`config.mk`:
```
export PLATFORM = sky130hd
export DESIGN_NAME = tms_timer_section
export DESIGN_NICKNAME = d
export VERILOG_FILES = /design/src/design/tms_pkg.sv /design/src/design/tms_timer_section.sv
export SDC_FILE = /design/constraint.sdc
export NUM_CORES = 1
export LEC_CHECK = 0
export ABC_AREA = 1
export BUFFER_PORTS_ARGS = -buffer_cell sky130_fd_sc_hd__buf_2
export CAP_MARGIN = 20
export CORE_MARGIN = 2
export CORE_UTILIZATION = 43
export CTS_CLUSTER_DIAMETER = 100
export CTS_CLUSTER_SIZE = 16
export DETAILED_ROUTE_END_ITERATION = 10
export GPL_TIMING_DRIVEN = 0
export PLACE_DENSITY = 0.71
export SETUP_SLACK_MARGIN = 0.1
export SYNTH_ARGS = -nofsm -noshare
export SYNTH_HDL_FRONTEND = slang
export SYNTH_SLANG_ARGS = --single-unit
```
`constraint.sdc`:
```
create_clock -name aclk -period 2.55 [get_ports aclk]
set_input_delay 0.1275 -clock aclk [delete_from_list [all_inputs] [get_ports aclk]]
set_output_delay 0.1275 -clock aclk [all_outputs]
set_load 0.02 [all_outputs]
```
`src/design/tms_pkg.sv`:
```
// How it works
// - masked control write changes only selected run bits
// - all-ones sets every run; mask zero no change
// - run bit shows counting; masked write starts/stops
// - mask bit n steers run bit n plus four
// - stop-on-receive halts timer0 after four bits
// - stop-on-receive ignored during oscillator trimming
// - mode 00 no autostart; 01 start at transmit end
// - modes 10/11 trimming, start/stop on oscillator edges
// - auto reload reloads and continues at zero, except mode 10 holds at zero
// - without auto reload, stop at zero, except mode 10 holds at zero and keeps running
// - every underflow sets the interrupt flag
// - clock select 00 fast, 01 slow clock
// - clock select 10 timer2, 11 timer1 underflow
// - start event loads counter from reload bytes
// - reload writes wait for next start event or auto reload
// - count readable as separate high, low bytes
package tms_pkg;

    // register indices, byte address is four times the index
    localparam logic [5:0] IDX_TSEC_CTRL    = 6'h0e;
    localparam logic [5:0] IDX_T0_CTRL      = 6'h0f;
    localparam logic [5:0] IDX_T0_RELOAD_HI = 6'h10;
    localparam logic [5:0] IDX_T0_RELOAD_LO = 6'h11;
    localparam logic [5:0] IDX_T0_COUNT_HI  = 6'h12;
    localparam logic [5:0] IDX_T0_COUNT_LO  = 6'h13;
    localparam logic [5:0] IDX_IRQ_STATUS   = 6'h20;
    localparam logic [5:0] IDX_IRQ_MASK     = 6'h21;

    // control field positions
    localparam int RUN_LSB       = 4;
    localparam int T0_STOP_RX    = 7;
    localparam int T0_MODE_LSB   = 4;
    localparam int T0_AUTO       = 3;
    localparam int T0_CLK_LSB    = 0;
    localparam logic [7:0] T0_CTRL_WMASK = 8'hbb;

    // reset values
    localparam logic [7:0]  T0_CTRL_RST = 8'h00;
    localparam logic [7:0]  RELOAD_RST  = 8'h00;
    localparam logic [15:0] COUNT_RST   = 16'h0000;

    // axi responses
    localparam logic [1:0] RESP_OKAY   = 2'b00;
    localparam logic [1:0] RESP_SLVERR = 2'b10;

    // count clock rates
    localparam longint SYS_HZ  = 200000000;
    localparam longint FAST_HZ = 13560000;
    localparam longint SLOW_HZ = 211875;
    localparam int FAST_DIV = int'(SYS_HZ / FAST_HZ);
    localparam int SLOW_DIV = int'(SYS_HZ / SLOW_HZ);

    typedef enum logic [1:0] {
        MODE_MANUAL,
        MODE_TX_END,
        MODE_TRIM_HOLD,
        MODE_TRIM_WRAP
    } tms_mode_t;

    typedef enum logic [1:0] {
        CLK_FAST,
        CLK_SLOW,
        CLK_TIMER2,
        CLK_TIMER1
    } tms_clk_t;

endpackage

```
`src/design/tms_timer_section.sv`:
```
`timescale 1ns/100ps
module tms_timer_section #(
    parameter int AW = 8
) (
    // clock and reset
    input  wire logic          aclk,
    input  wire logic          aresetn,
    // axi4-lite write address
    input  wire logic [AW-1:0] s_axi_awaddr,
    input  wire logic [2:0]    s_axi_awprot,
    input  wire logic          s_axi_awvalid,
    output logic               s_axi_awready,
    // axi4-lite write data
    input  wire logic [31:0]   s_axi_wdata,
    input  wire logic [3:0]    s_axi_wstrb,
    input  wire logic          s_axi_wvalid,
    output logic               s_axi_wready,
    // axi4-lite write response
    output logic [1:0]         s_axi_bresp,
    output logic               s_axi_bvalid,
    input  wire logic          s_axi_bready,
    // axi4-lite read address
    input  wire logic [AW-1:0] s_axi_araddr,
    input  wire logic [2:0]    s_axi_arprot,
    input  wire logic          s_axi_arvalid,
    output logic               s_axi_arready,
    // axi4-lite read data
    output logic [31:0]        s_axi_rdata,
    output logic [1:0]         s_axi_rresp,
    output logic               s_axi_rvalid,
    input  wire logic          s_axi_rready,
    // transceiver and oscillator events
    input  wire logic          tx_end,
    input  wire logic          rx_first_bits,
    input  wire logic          lfo_posedge,
    // other timers
    input  wire logic          timer1_underflow,
    input  wire logic          timer2_underflow,
    input  wire logic [3:1]    timer_stopped,
    output logic [3:1]         timer_run_flag,
    // timer0 results
    output logic               timer0_underflow,
    output logic               irq
);
    import tms_pkg::*;

    // write channel holding registers
    logic [AW-1:0] aw_addr_reg;
    logic          aw_hold_reg;
    logic [7:0]    w_data_reg;
    logic          w_strb0_reg;
    logic          w_hold_reg;
    logic          bvalid_reg;
    logic [1:0]    bresp_reg;

    // read channel registers
    logic          rvalid_reg;
    logic [31:0]   rdata_reg;
    logic [1:0]    rresp_reg;

    // block registers
    logic [3:0]    run_reg;
    logic [3:0]    run_next;
    logic [7:0]    t0_ctrl_reg;
    logic [7:0]    reload_hi_reg;
    logic [7:0]    reload_lo_reg;
    logic [15:0]   count_reg;
    logic [15:0]   count_next;
    logic          status_reg;
    logic          status_next;
    logic          irq_mask_reg;
    logic          uf_reg;
    logic          uf_next;

    // dividers
    logic [$clog2(FAST_DIV)-1:0] fast_cnt_reg;
    logic [$clog2(SLOW_DIV)-1:0] slow_cnt_reg;
    logic          fast_tick;
    logic          slow_tick;

    // control fields
    wire tms_mode_t  t0_mode  = tms_mode_t'(t0_ctrl_reg[T0_MODE_LSB +: 2]);
    wire tms_clk_t   t0_clk   = tms_clk_t'(t0_ctrl_reg[T0_CLK_LSB +: 2]);
    wire logic       t0_auto  = t0_ctrl_reg[T0_AUTO];
    wire logic       t0_stop_rx = t0_ctrl_reg[T0_STOP_RX];
    wire logic       t0_trim  = (t0_mode == MODE_TRIM_HOLD) ||
                                (t0_mode == MODE_TRIM_WRAP);
    wire logic [15:0] reload_value = {reload_hi_reg, reload_lo_reg};

    // write decode
    wire logic       do_write = aw_hold_reg && w_hold_reg && !bvalid_reg;
    wire logic [5:0] wr_idx   = aw_addr_reg[7:2];
    wire logic       wr_en    = do_write && w_strb0_reg;
    wire logic       wr_tsec  = wr_en && (wr_idx == IDX_TSEC_CTRL);
    wire logic       wr_t0c   = wr_en && (wr_idx == IDX_T0_CTRL);
    wire logic       wr_rhi   = wr_en && (wr_idx == IDX_T0_RELOAD_HI);
    wire logic       wr_rlo   = wr_en && (wr_idx == IDX_T0_RELOAD_LO);
    wire logic       wr_stat  = wr_en && (wr_idx == IDX_IRQ_STATUS);
    wire logic       wr_mask  = wr_en && (wr_idx == IDX_IRQ_MASK);
    wire logic       wr_known = (wr_idx == IDX_TSEC_CTRL) ||
                                (wr_idx == IDX_T0_CTRL) ||
                                (wr_idx == IDX_T0_RELOAD_HI) ||
                                (wr_idx == IDX_T0_RELOAD_LO) ||
                                (wr_idx == IDX_T0_COUNT_HI) ||
                                (wr_idx == IDX_T0_COUNT_LO) ||
                                (wr_idx == IDX_IRQ_STATUS) ||
                                (wr_idx == IDX_IRQ_MASK);
    wire logic [3:0] run_mask = w_data_reg[3:0];
    wire logic [3:0] run_val  = w_data_reg[RUN_LSB +: 4];

    // read decode
    wire logic       ar_take  = s_axi_arvalid && !rvalid_reg;
    wire logic [5:0] rd_idx   = s_axi_araddr[7:2];
    wire logic       rd_known = (rd_idx == IDX_TSEC_CTRL) ||
                                (rd_idx == IDX_T0_CTRL) ||
                                (rd_idx == IDX_T0_RELOAD_HI) ||
                                (rd_idx == IDX_T0_RELOAD_LO) ||
                                (rd_idx == IDX_T0_COUNT_HI) ||
                                (rd_idx == IDX_T0_COUNT_LO) ||
                                (rd_idx == IDX_IRQ_STATUS) ||
                                (rd_idx == IDX_IRQ_MASK);
    wire logic [7:0] rd_byte  =
        (rd_idx == IDX_TSEC_CTRL)    ? {run_reg, 4'h0} :
        (rd_idx == IDX_T0_CTRL)      ? t0_ctrl_reg :
        (rd_idx == IDX_T0_RELOAD_HI) ? reload_hi_reg :
        (rd_idx == IDX_T0_RELOAD_LO) ? reload_lo_reg :
        (rd_idx == IDX_T0_COUNT_HI)  ? count_reg[15:8] :
        (rd_idx == IDX_T0_COUNT_LO)  ? count_reg[7:0] :
        (rd_idx == IDX_IRQ_STATUS)   ? {7'h00, status_reg} :
        (rd_idx == IDX_IRQ_MASK)     ? {7'h00, irq_mask_reg} :
                                       8'h00;

    // tick selection
    wire logic tick =
        (t0_clk == CLK_FAST)   ? fast_tick :
        (t0_clk == CLK_SLOW)   ? slow_tick :
        (t0_clk == CLK_TIMER2) ? timer2_underflow :
                                 timer1_underflow;

    // bus handshakes
    assign s_axi_awready = !aw_hold_reg;
    assign s_axi_wready  = !w_hold_reg;
    assign s_axi_arready = !rvalid_reg;
    assign s_axi_bvalid  = bvalid_reg;
    assign s_axi_bresp   = bresp_reg;
    assign s_axi_rvalid  = rvalid_reg;
    assign s_axi_rdata   = rdata_reg;
    assign s_axi_rresp   = rresp_reg;

    // outputs
    assign timer_run_flag   = run_reg[3:1];
    assign timer0_underflow = uf_reg;
    assign irq              = status_reg && irq_mask_reg;

    // clock dividers
    assign fast_tick = (fast_cnt_reg == '0);
    assign slow_tick = (slow_cnt_reg == '0);

    always_ff @(posedge aclk) begin
        if (!aresetn || fast_tick) begin
            fast_cnt_reg <= ($clog2(FAST_DIV))'(FAST_DIV - 1);
        end else begin
            fast_cnt_reg <= fast_cnt_reg - 1'b1;
        end
    end

    always_ff @(posedge aclk) begin
        if (!aresetn || slow_tick) begin
            slow_cnt_reg <= ($clog2(SLOW_DIV))'(SLOW_DIV - 1);
        end else begin
            slow_cnt_reg <= slow_cnt_reg - 1'b1;
        end
    end

    // timer0 and run flags
    always_comb begin
        run_next   = run_reg;
        count_next = count_reg;
        uf_next    = 1'b0;
        // other timers report their own stop
        run_next[3:1] = run_reg[3:1] & ~timer_stopped;
        if (run_reg[0] && tick) begin
            if (count_reg != '0) begin
                count_next = count_reg - 16'h0001;
            end else if (t0_mode != MODE_TRIM_HOLD) begin
                uf_next = 1'b1;
                if (t0_auto) begin
                    count_next = reload_value;
                end else begin
                    run_next[0] = 1'b0;
                end
            end
        end
        if (t0_mode == MODE_TX_END && tx_end) begin
            run_next[0] = 1'b1;
            count_next  = reload_value;
        end
        if (t0_trim && lfo_posedge) begin
            run_next[0] = !run_reg[0];
            if (!run_reg[0]) begin
                count_next = reload_value;
            end
        end
        if (t0_stop_rx && !t0_trim && rx_first_bits) begin
            run_next[0] = 1'b0;
        end
        if (wr_tsec) begin
            for (int i = 0; i < 4; i++) begin
                if (run_mask[i]) begin
                    run_next[i] = run_val[i];
                end
            end
            if (run_mask[0] && run_val[0]) begin
                count_next = reload_value;
            end
        end
    end

    // sticky underflow flag, set wins over clear
    assign status_next = (status_reg && !(wr_stat && w_data_reg[0]))
                         || uf_next;

    always_ff @(posedge aclk) begin
        if (!aresetn) begin
            run_reg    <= 4'h0;
            count_reg  <= COUNT_RST;
            uf_reg     <= 1'b0;
            status_reg <= 1'b0;
        end else begin
            run_reg    <= run_next;
            count_reg  <= count_next;
            uf_reg     <= uf_next;
            status_reg <= status_next;
        end
    end

    // software registers, reload bytes only stored here
    always_ff @(posedge aclk) begin
        if (!aresetn) begin
            t0_ctrl_reg   <= T0_CTRL_RST;
            reload_hi_reg <= RELOAD_RST;
            reload_lo_reg <= RELOAD_RST;
            irq_mask_reg  <= 1'b0;
        end else begin
            if (wr_t0c) begin
                t0_ctrl_reg <= w_data_reg & T0_CTRL_WMASK;
            end
            if (wr_rhi) begin
                reload_hi_reg <= w_data_reg;
            end
            if (wr_rlo) begin
                reload_lo_reg <= w_data_reg;
            end
            if (wr_mask) begin
                irq_mask_reg <= w_data_reg[0];
            end
        end
    end

    // write address and data capture
    always_ff @(posedge aclk) begin
        if (!aresetn) begin
            aw_hold_reg <= 1'b0;
            aw_addr_reg <= '0;
        end else if (s_axi_awvalid && !aw_hold_reg) begin
            aw_hold_reg <= 1'b1;
            aw_addr_reg <= s_axi_awaddr;
        end else if (do_write) begin
            aw_hold_reg <= 1'b0;
        end
    end

    always_ff @(posedge aclk) begin
        if (!aresetn) begin
            w_hold_reg  <= 1'b0;
            w_data_reg  <= 8'h00;
            w_strb0_reg <= 1'b0;
        end else if (s_axi_wvalid && !w_hold_reg) begin
            w_hold_reg  <= 1'b1;
            w_data_reg  <= s_axi_wdata[7:0];
            w_strb0_reg <= s_axi_wstrb[0];
        end else if (do_write) begin
            w_hold_reg <= 1'b0;
        end
    end

    // write response
    always_ff @(posedge aclk) begin
        if (!aresetn) begin
            bvalid_reg <= 1'b0;
            bresp_reg  <= RESP_OKAY;
        end else if (do_write) begin
            bvalid_reg <= 1'b1;
            bresp_reg  <= wr_known ? RESP_OKAY : RESP_SLVERR;
        end else if (s_axi_bready) begin
            bvalid_reg <= 1'b0;
        end
    end

    // read response
    always_ff @(posedge aclk) begin
        if (!aresetn) begin
            rvalid_reg <= 1'b0;
            rdata_reg  <= 32'h0000_0000;
            rresp_reg  <= RESP_OKAY;
        end else if (ar_take) begin
            rvalid_reg <= 1'b1;
            rdata_reg  <= {24'h000000, rd_byte};
            rresp_reg  <= rd_known ? RESP_OKAY : RESP_SLVERR;
        end else if (s_axi_rready) begin
            rvalid_reg <= 1'b0;
        end
    end

endmodule

```
Yosys cells after proc, flatten, opt, wreduce, memory -nomap -nowiden
Index checks and enable logic that the tools add are counted.
{ "classes": {"addsub": 3, "eq_ne": 22, "n_mux": 44, "bitwise_logic": 2, "reduce_logical": 55} }
{ "ops": {"columns": ["op", "n"], "rows": [
  ["16-bit 2-to-1 mux", 9],
  ["6-bit by 5-bit == test with 1-bit output (second input constant)", 8],
  ["8-bit 2-to-1 mux", 6],
  ["1-bit 2-to-1 mux", 26],
  ["6-bit by 4-bit == test with 1-bit output (second input constant)", 4],
  ["6-bit == test (second input constant)", 4],
  ["1-bit logical AND", 21],
  ["1-bit logical OR", 18],
  ["16-bit nonzero test", 1],
  ["16-bit by 1-bit subtractor with 16-bit output (second input constant)", 1],
  ["10-bit logical NOT", 1],
  ["10-bit by 1-bit subtractor with 10-bit output (second input constant)", 1],
  ["1-bit logical NOT", 8],
  ["2-bit nonzero test", 4],
  ["2-bit == test (second input constant)", 3],
  ["2-bit by 1-bit == test with 1-bit output (second input constant)", 2],
  ["4-bit logical NOT", 1],
  ["2-bit 2-to-1 mux", 2],
  ["4-bit 2-to-1 mux", 1],
  ["4-bit by 1-bit subtractor with 4-bit output (second input constant)", 1],
  ["3-bit bitwise AND", 1],
  ["3-bit NOT", 1],
  ["2-bit logical NOT", 1],
  ["2-bit inequality test (second input constant)", 1]
]} }
{ "word_totals": {"regBits": 92, "input_bits": 73, "out_inout_bits": 46, "wordCells": 146} }

Depth between registers and ports, before layout
{ "depth": {"depth_word": 11, "mapped_depth": 15, "ltp_nobuf": 14} }

Worst setup path before layout
No wires, ideal clock.
{ "synth_timing": {"kind": "register to register", "start": "register bvalid_reg, in the netlist s_axi_bvalid", "end": "register count_reg[7]", "setup_time_ns": 0.122, "arrival_time_ns": 1.417, "required_time_ns": 2.428, "path_slack_ns": 1.011, "stages_incl_launch_ff": 10, "n_path_buf": 1, "synth_period_minus_slack_ns": 1.539, "path_cell_list": "dfxtp_1 nor3_4 nand2_4 nor2_8 nand3_2 nand2_4 inv_2 buf_6 o21ai_1 a21oi_1"} }
{ "synth_via": {"elab_chain_cells": 5} }
{ "synth_lines": {"columns": ["element", "line_no", "rtl"], "rows": [
  ["start: declaration", "tms_timer_section.sv:53", "logic bvalid_reg;"],
  ["start signal: assignment", "tms_timer_section.sv:290", "bvalid_reg <= 1'b0;"],
  ["start signal: assignment", "tms_timer_section.sv:293", "bvalid_reg <= 1'b1;"],
  ["start signal: assignment", "tms_timer_section.sv:296", "bvalid_reg <= 1'b0;"],
  ["1-bit logical NOT", "tms_timer_section.sv:91", "wire logic do_write = aw_hold_reg && w_hold_reg && !bvalid_reg;"],
  ["1-bit logical AND", "tms_timer_section.sv:91", null],
  ["1-bit logical AND", "tms_timer_section.sv:93", "wire logic wr_en = do_write && w_strb0_reg;"],
  ["1-bit logical AND", "tms_timer_section.sv:94", "wire logic wr_tsec = wr_en && (wr_idx == IDX_TSEC_CTRL);"],
  ["16-bit 2-to-1 mux", "tms_timer_section.sv:207", "if (wr_tsec) begin"],
  ["end signal: assignment", "tms_timer_section.sv:231", "count_reg <= count_next;"],
  ["end: declaration", "tms_timer_section.sv:67", "logic [15:0] count_reg;"]
]} }
Every way passes these cells.
A chain may end at the register's enable or synchronous reset.

Final worst setup path
{ "layout_timing": {"start": "register slow_cnt_reg[0]", "end": "register count_reg[8]"} }
{ "layout_via": {"elab_chain_cells": 10} }
{ "layout_lines": {"columns": ["element", "line_no", "rtl"], "rows": [
  ["start: declaration", "tms_timer_section.sv:77", "logic [$clog2(SLOW_DIV)-1:0] slow_cnt_reg;"],
  ["start signal: assignment", "tms_timer_section.sv:169", "slow_cnt_reg <= ($clog2(SLOW_DIV))'(SLOW_DIV - 1);"],
  ["start signal: assignment", "tms_timer_section.sv:171", "slow_cnt_reg <= slow_cnt_reg - 1'b1;"],
  ["10-bit logical NOT *", "tms_timer_section.sv:157", "assign slow_tick = (slow_cnt_reg == '0);"],
  ["1-bit 2-to-1 mux *", "tms_timer_section.sv:136", "(t0_clk == CLK_SLOW) ? slow_tick :"],
  ["1-bit 2-to-1 mux *", "tms_timer_section.sv:135", "(t0_clk == CLK_FAST) ? fast_tick :"],
  ["1-bit logical AND *", "tms_timer_section.sv:182", "if (run_reg[0] && tick) begin"],
  ["16-bit 2-to-1 mux *", "tms_timer_section.sv:182", null],
  ["16-bit 2-to-1 mux *", "tms_timer_section.sv:194", "if (t0_mode == MODE_TX_END && tx_end) begin"],
  ["16-bit 2-to-1 mux", "tms_timer_section.sv:200", "if (!run_reg[0]) begin"],
  ["16-bit 2-to-1 mux *", "tms_timer_section.sv:198", "if (t0_trim && lfo_posedge) begin"],
  ["16-bit 2-to-1 mux", "tms_timer_section.sv:213", "if (run_mask[0] && run_val[0]) begin"],
  ["16-bit 2-to-1 mux *", "tms_timer_section.sv:207", null]
]} }
Every way passes the cells marked *; elsewhere a longest branch is shown, timed or not.

==> impl_results.md <==
- Pwr/cell area: 503 nW/um^2
- Chip Width: 113 microns
- Initial antenna violation count: 0
- Max reg flops: 16
- Clk slew on worst S/H paths: 0.06 ns
- PortBufs: 55
- Post-Synthesis Cells: 781
- Max-cap violations: 0
- Top post-synthesis cells by area: dfxtp_1 35%, nand2_1 12%, a21oi_1 8.6%
- Die Area: 12700 sq um
- Drt via density: 5.05
- Number of synthesized flops with an enable pin: 0
- Fin. max-slew vios: 0
- Vias in the first global route: 4447
- Failing checks: hold timing
- Min-delay worst type: input pin to flip-flop
- Area grow syn2layout: 16.2%
- Post-synth top area share: 34.6%
- Drt initial violations: 541
- Mapped cell area: 5090 sq um
- Cell row count: 39
- Setup crit start kind: flip-flop
- H-tree levels: 3
- Initial Utilization: 44.4%
- Commonest non-fill, non-tap cell in the layout: nand2_1
- Max Clock Freq: 0.518 GHz
- Leakage: 2.80 nW
- Yosys top cell by area: dfxtp_1
- Final period util: 75.8%
- Worst EP required: 2.77 ns
- Post-cts gate resize count: 0
- Post-synth cell types: 45
- Core Region: 11500 sq um
- Clk buf depth: 2
- Type of the worst setup path: flip-flop to flip-flop
- Final worst clock skew: 0.00621 ns
- DPL Wire Length: 10500 microns
- Clk Latency, worst-skew pair: 0.34 ns
- R2R depth: 12
- Outcome: finished with violations
- Most frequent cells in the layout: 159 x nand2_1, 95 x inv_1, 94 x nor2_1, 88 x dfxtp_1, 87 x a21oi_1
- Max_slew headroom: 51.5%
- Placed insts: 1004
- Setup TNS: 0 ns
- Yosys Warn Count: 0
- # IOs: 119
- Share of cells above drive strength 1: 15.2%
- Cell area after layout: 5910 sq um
- Minimum clock period: 1.93 ns
- R2r startpoint: slow_cnt_reg[0]
- Drt pass-1 iters: 5
- Non-Filler Instances: 1020
- Critical Path Source: slow_cnt_reg[0]
- R2r endpoint: count_reg[8]
- Routability Congestion: 0.937
- Remaining antenna violation count: 0
- Global-route wire length before repair: 22100 microns
- Cts bufs inserted: 9
- Slew @ Worst Pin: 0.728 ns
- Pin count of the biggest net entering global routing: 15
- # DRC: 0
- Seq cells post-synth: 88
- # nets final: 950
- R2R Setup Slk: 0.62 ns
- Worst Hold Margin: -0.000876 ns
- Maximum VDD drop: 0.382 mV
- Worst EP arrival: 2.15 ns
- Vias: 5149
- Post-DP Area: 5640 sq um
- GRT overflow: 0
- CP Max Fanout: 10
- Final setup vio count: 0
- Final Hold Fails: 1
- Post-CTS Setup Bufs: 0
- Syn_area_per_cell: 6.52 sq um
- Predominant post-synthesis flop cell: dfxtp_1
- TritonCTS clock tree: done
- ANT cells: 0
- Root Driver: clkbuf_16
- Wire per inst: 13.3 microns
- Wirelength, routed: 13600 microns
- RSZ-0062 raised after global routing: no
- Worst Setup End Kind: flip-flop
- Sequential-to-total area share from yosys stat: 34.6%
- Tot GR Track Use: 21.6%
- Sink Count: 88
- CTS Hold Buffers Added: 0
- Ys async rst share: 0%
- Critical Path Sink: count_reg[8]
- Die height: 113 microns
-- layout make-up --
class,instances,area [sq um]
Fill cell,1148,5550
Inverter,103,389
Clock inverter,4,30.0
Buffer,54,342
Tap cell,143,179
Timing Repair Buffer,55,275
Clock buffer,12,246
Multi-Input combinational cell,561,2690
Sequential cell,88,1760
-- stage by stage --
step                      util, %  power, W  setup slack (ns)
final                        51.6   0.00298             0.618
after global routing         51.6   0.00309             0.392
after global placement       49.2   0.00177             0.661
after floorplan                 -   0.00168              1.01
after CTS                    51.6   0.00299             0.659
after detailed placement     49.2   0.00177             0.676
-- cells in the mapped netlist, types with 2 or more instances --
cell type / instances
nor3_1: 5
nand3_1: 36
xor2_1: 8
o21ai_1: 14
o22ai_1: 6
a22oi_1: 3
buf_4: 30
clkbuf_1: 13
nand2_4: 2
a211oi_1: 9
nor2_1: 94
inv_1: 95
nand2_2: 3
clkinv_2: 2
o211ai_1: 2
dfxtp_1: 88
buf_2: 9
nand4_1: 4
a311oi_1: 3
o21ai_0: 73
ha_1: 5
clkinv_1: 2
buf_6: 2
inv_2: 4
a21oi_1: 87
nor2_2: 5
nand2_1: 159
-- critical path: stages, from the launching register on --
cell,delay [ns]
dfxtp_1,0.32
inv_1,0.10
ha_1,0.15
nand2_1,0.06
nor2_1,0.13
nand3_1,0.08
nand2_1,0.09
nand3_1,0.14
buf_2,0.23
nand2_1,0.07
inv_1,0.03
o21ai_0,0.30
a21oi_1,0.10
-- logic make-up after synthesis --
family	synth area share, %
AND/OR/NAND/NOR	26.4
other	0.0737
AO/OA/AOI/OAI	21.4
multiplexers	0.418
adder cells (fa/ha/maj)	1.23
flip-flops	34.6
buffers and inverters	14.4
XOR/XNOR	1.55
-- where the power goes --
| group | internal [W] | switching, W | total [W] |
|---|---|---|---|
| sequential | 0.00142 | 0.0000265 | 0.00144 |
| clock | 0.000689 | 0.000548 | 0.00124 |
| combinational | 0.000105 | 0.000192 | 0.000296 |
| total | 0.00221 | 0.000766 | 0.00298 |
-- worst min-delay path by stage --
stage / startpoint / endpoint / slack (ns) / cells past startpoint
2_1_floorplan: s_axi_awaddr[4] / aw_addr_reg[4] / 0.26 / 2
3_3_place_gp: s_axi_awaddr[4] / aw_addr_reg[4] / 0.35 / 3
3_5_place_dp: s_axi_awaddr[4] / aw_addr_reg[4] / 0.35 / 3
4_1_cts: s_axi_awaddr[4] / aw_addr_reg[4] / 0.002 / 3
5_1_grt: s_axi_awaddr[4] / aw_addr_reg[4] / 0.03 / 3
6_report: s_axi_awaddr[4] / aw_addr_reg[4] / -0.0009 / 3
-- metal layers --
layer | share of wire (%) | GRT usage, %
met5 | 0 | 0
met4 | 1.9 | 6.83
met3 | 7.1 | 3.05
met2 | 46 | 34.7
met1 | 46 | 30.2
(Power assumes the default switching activity.)
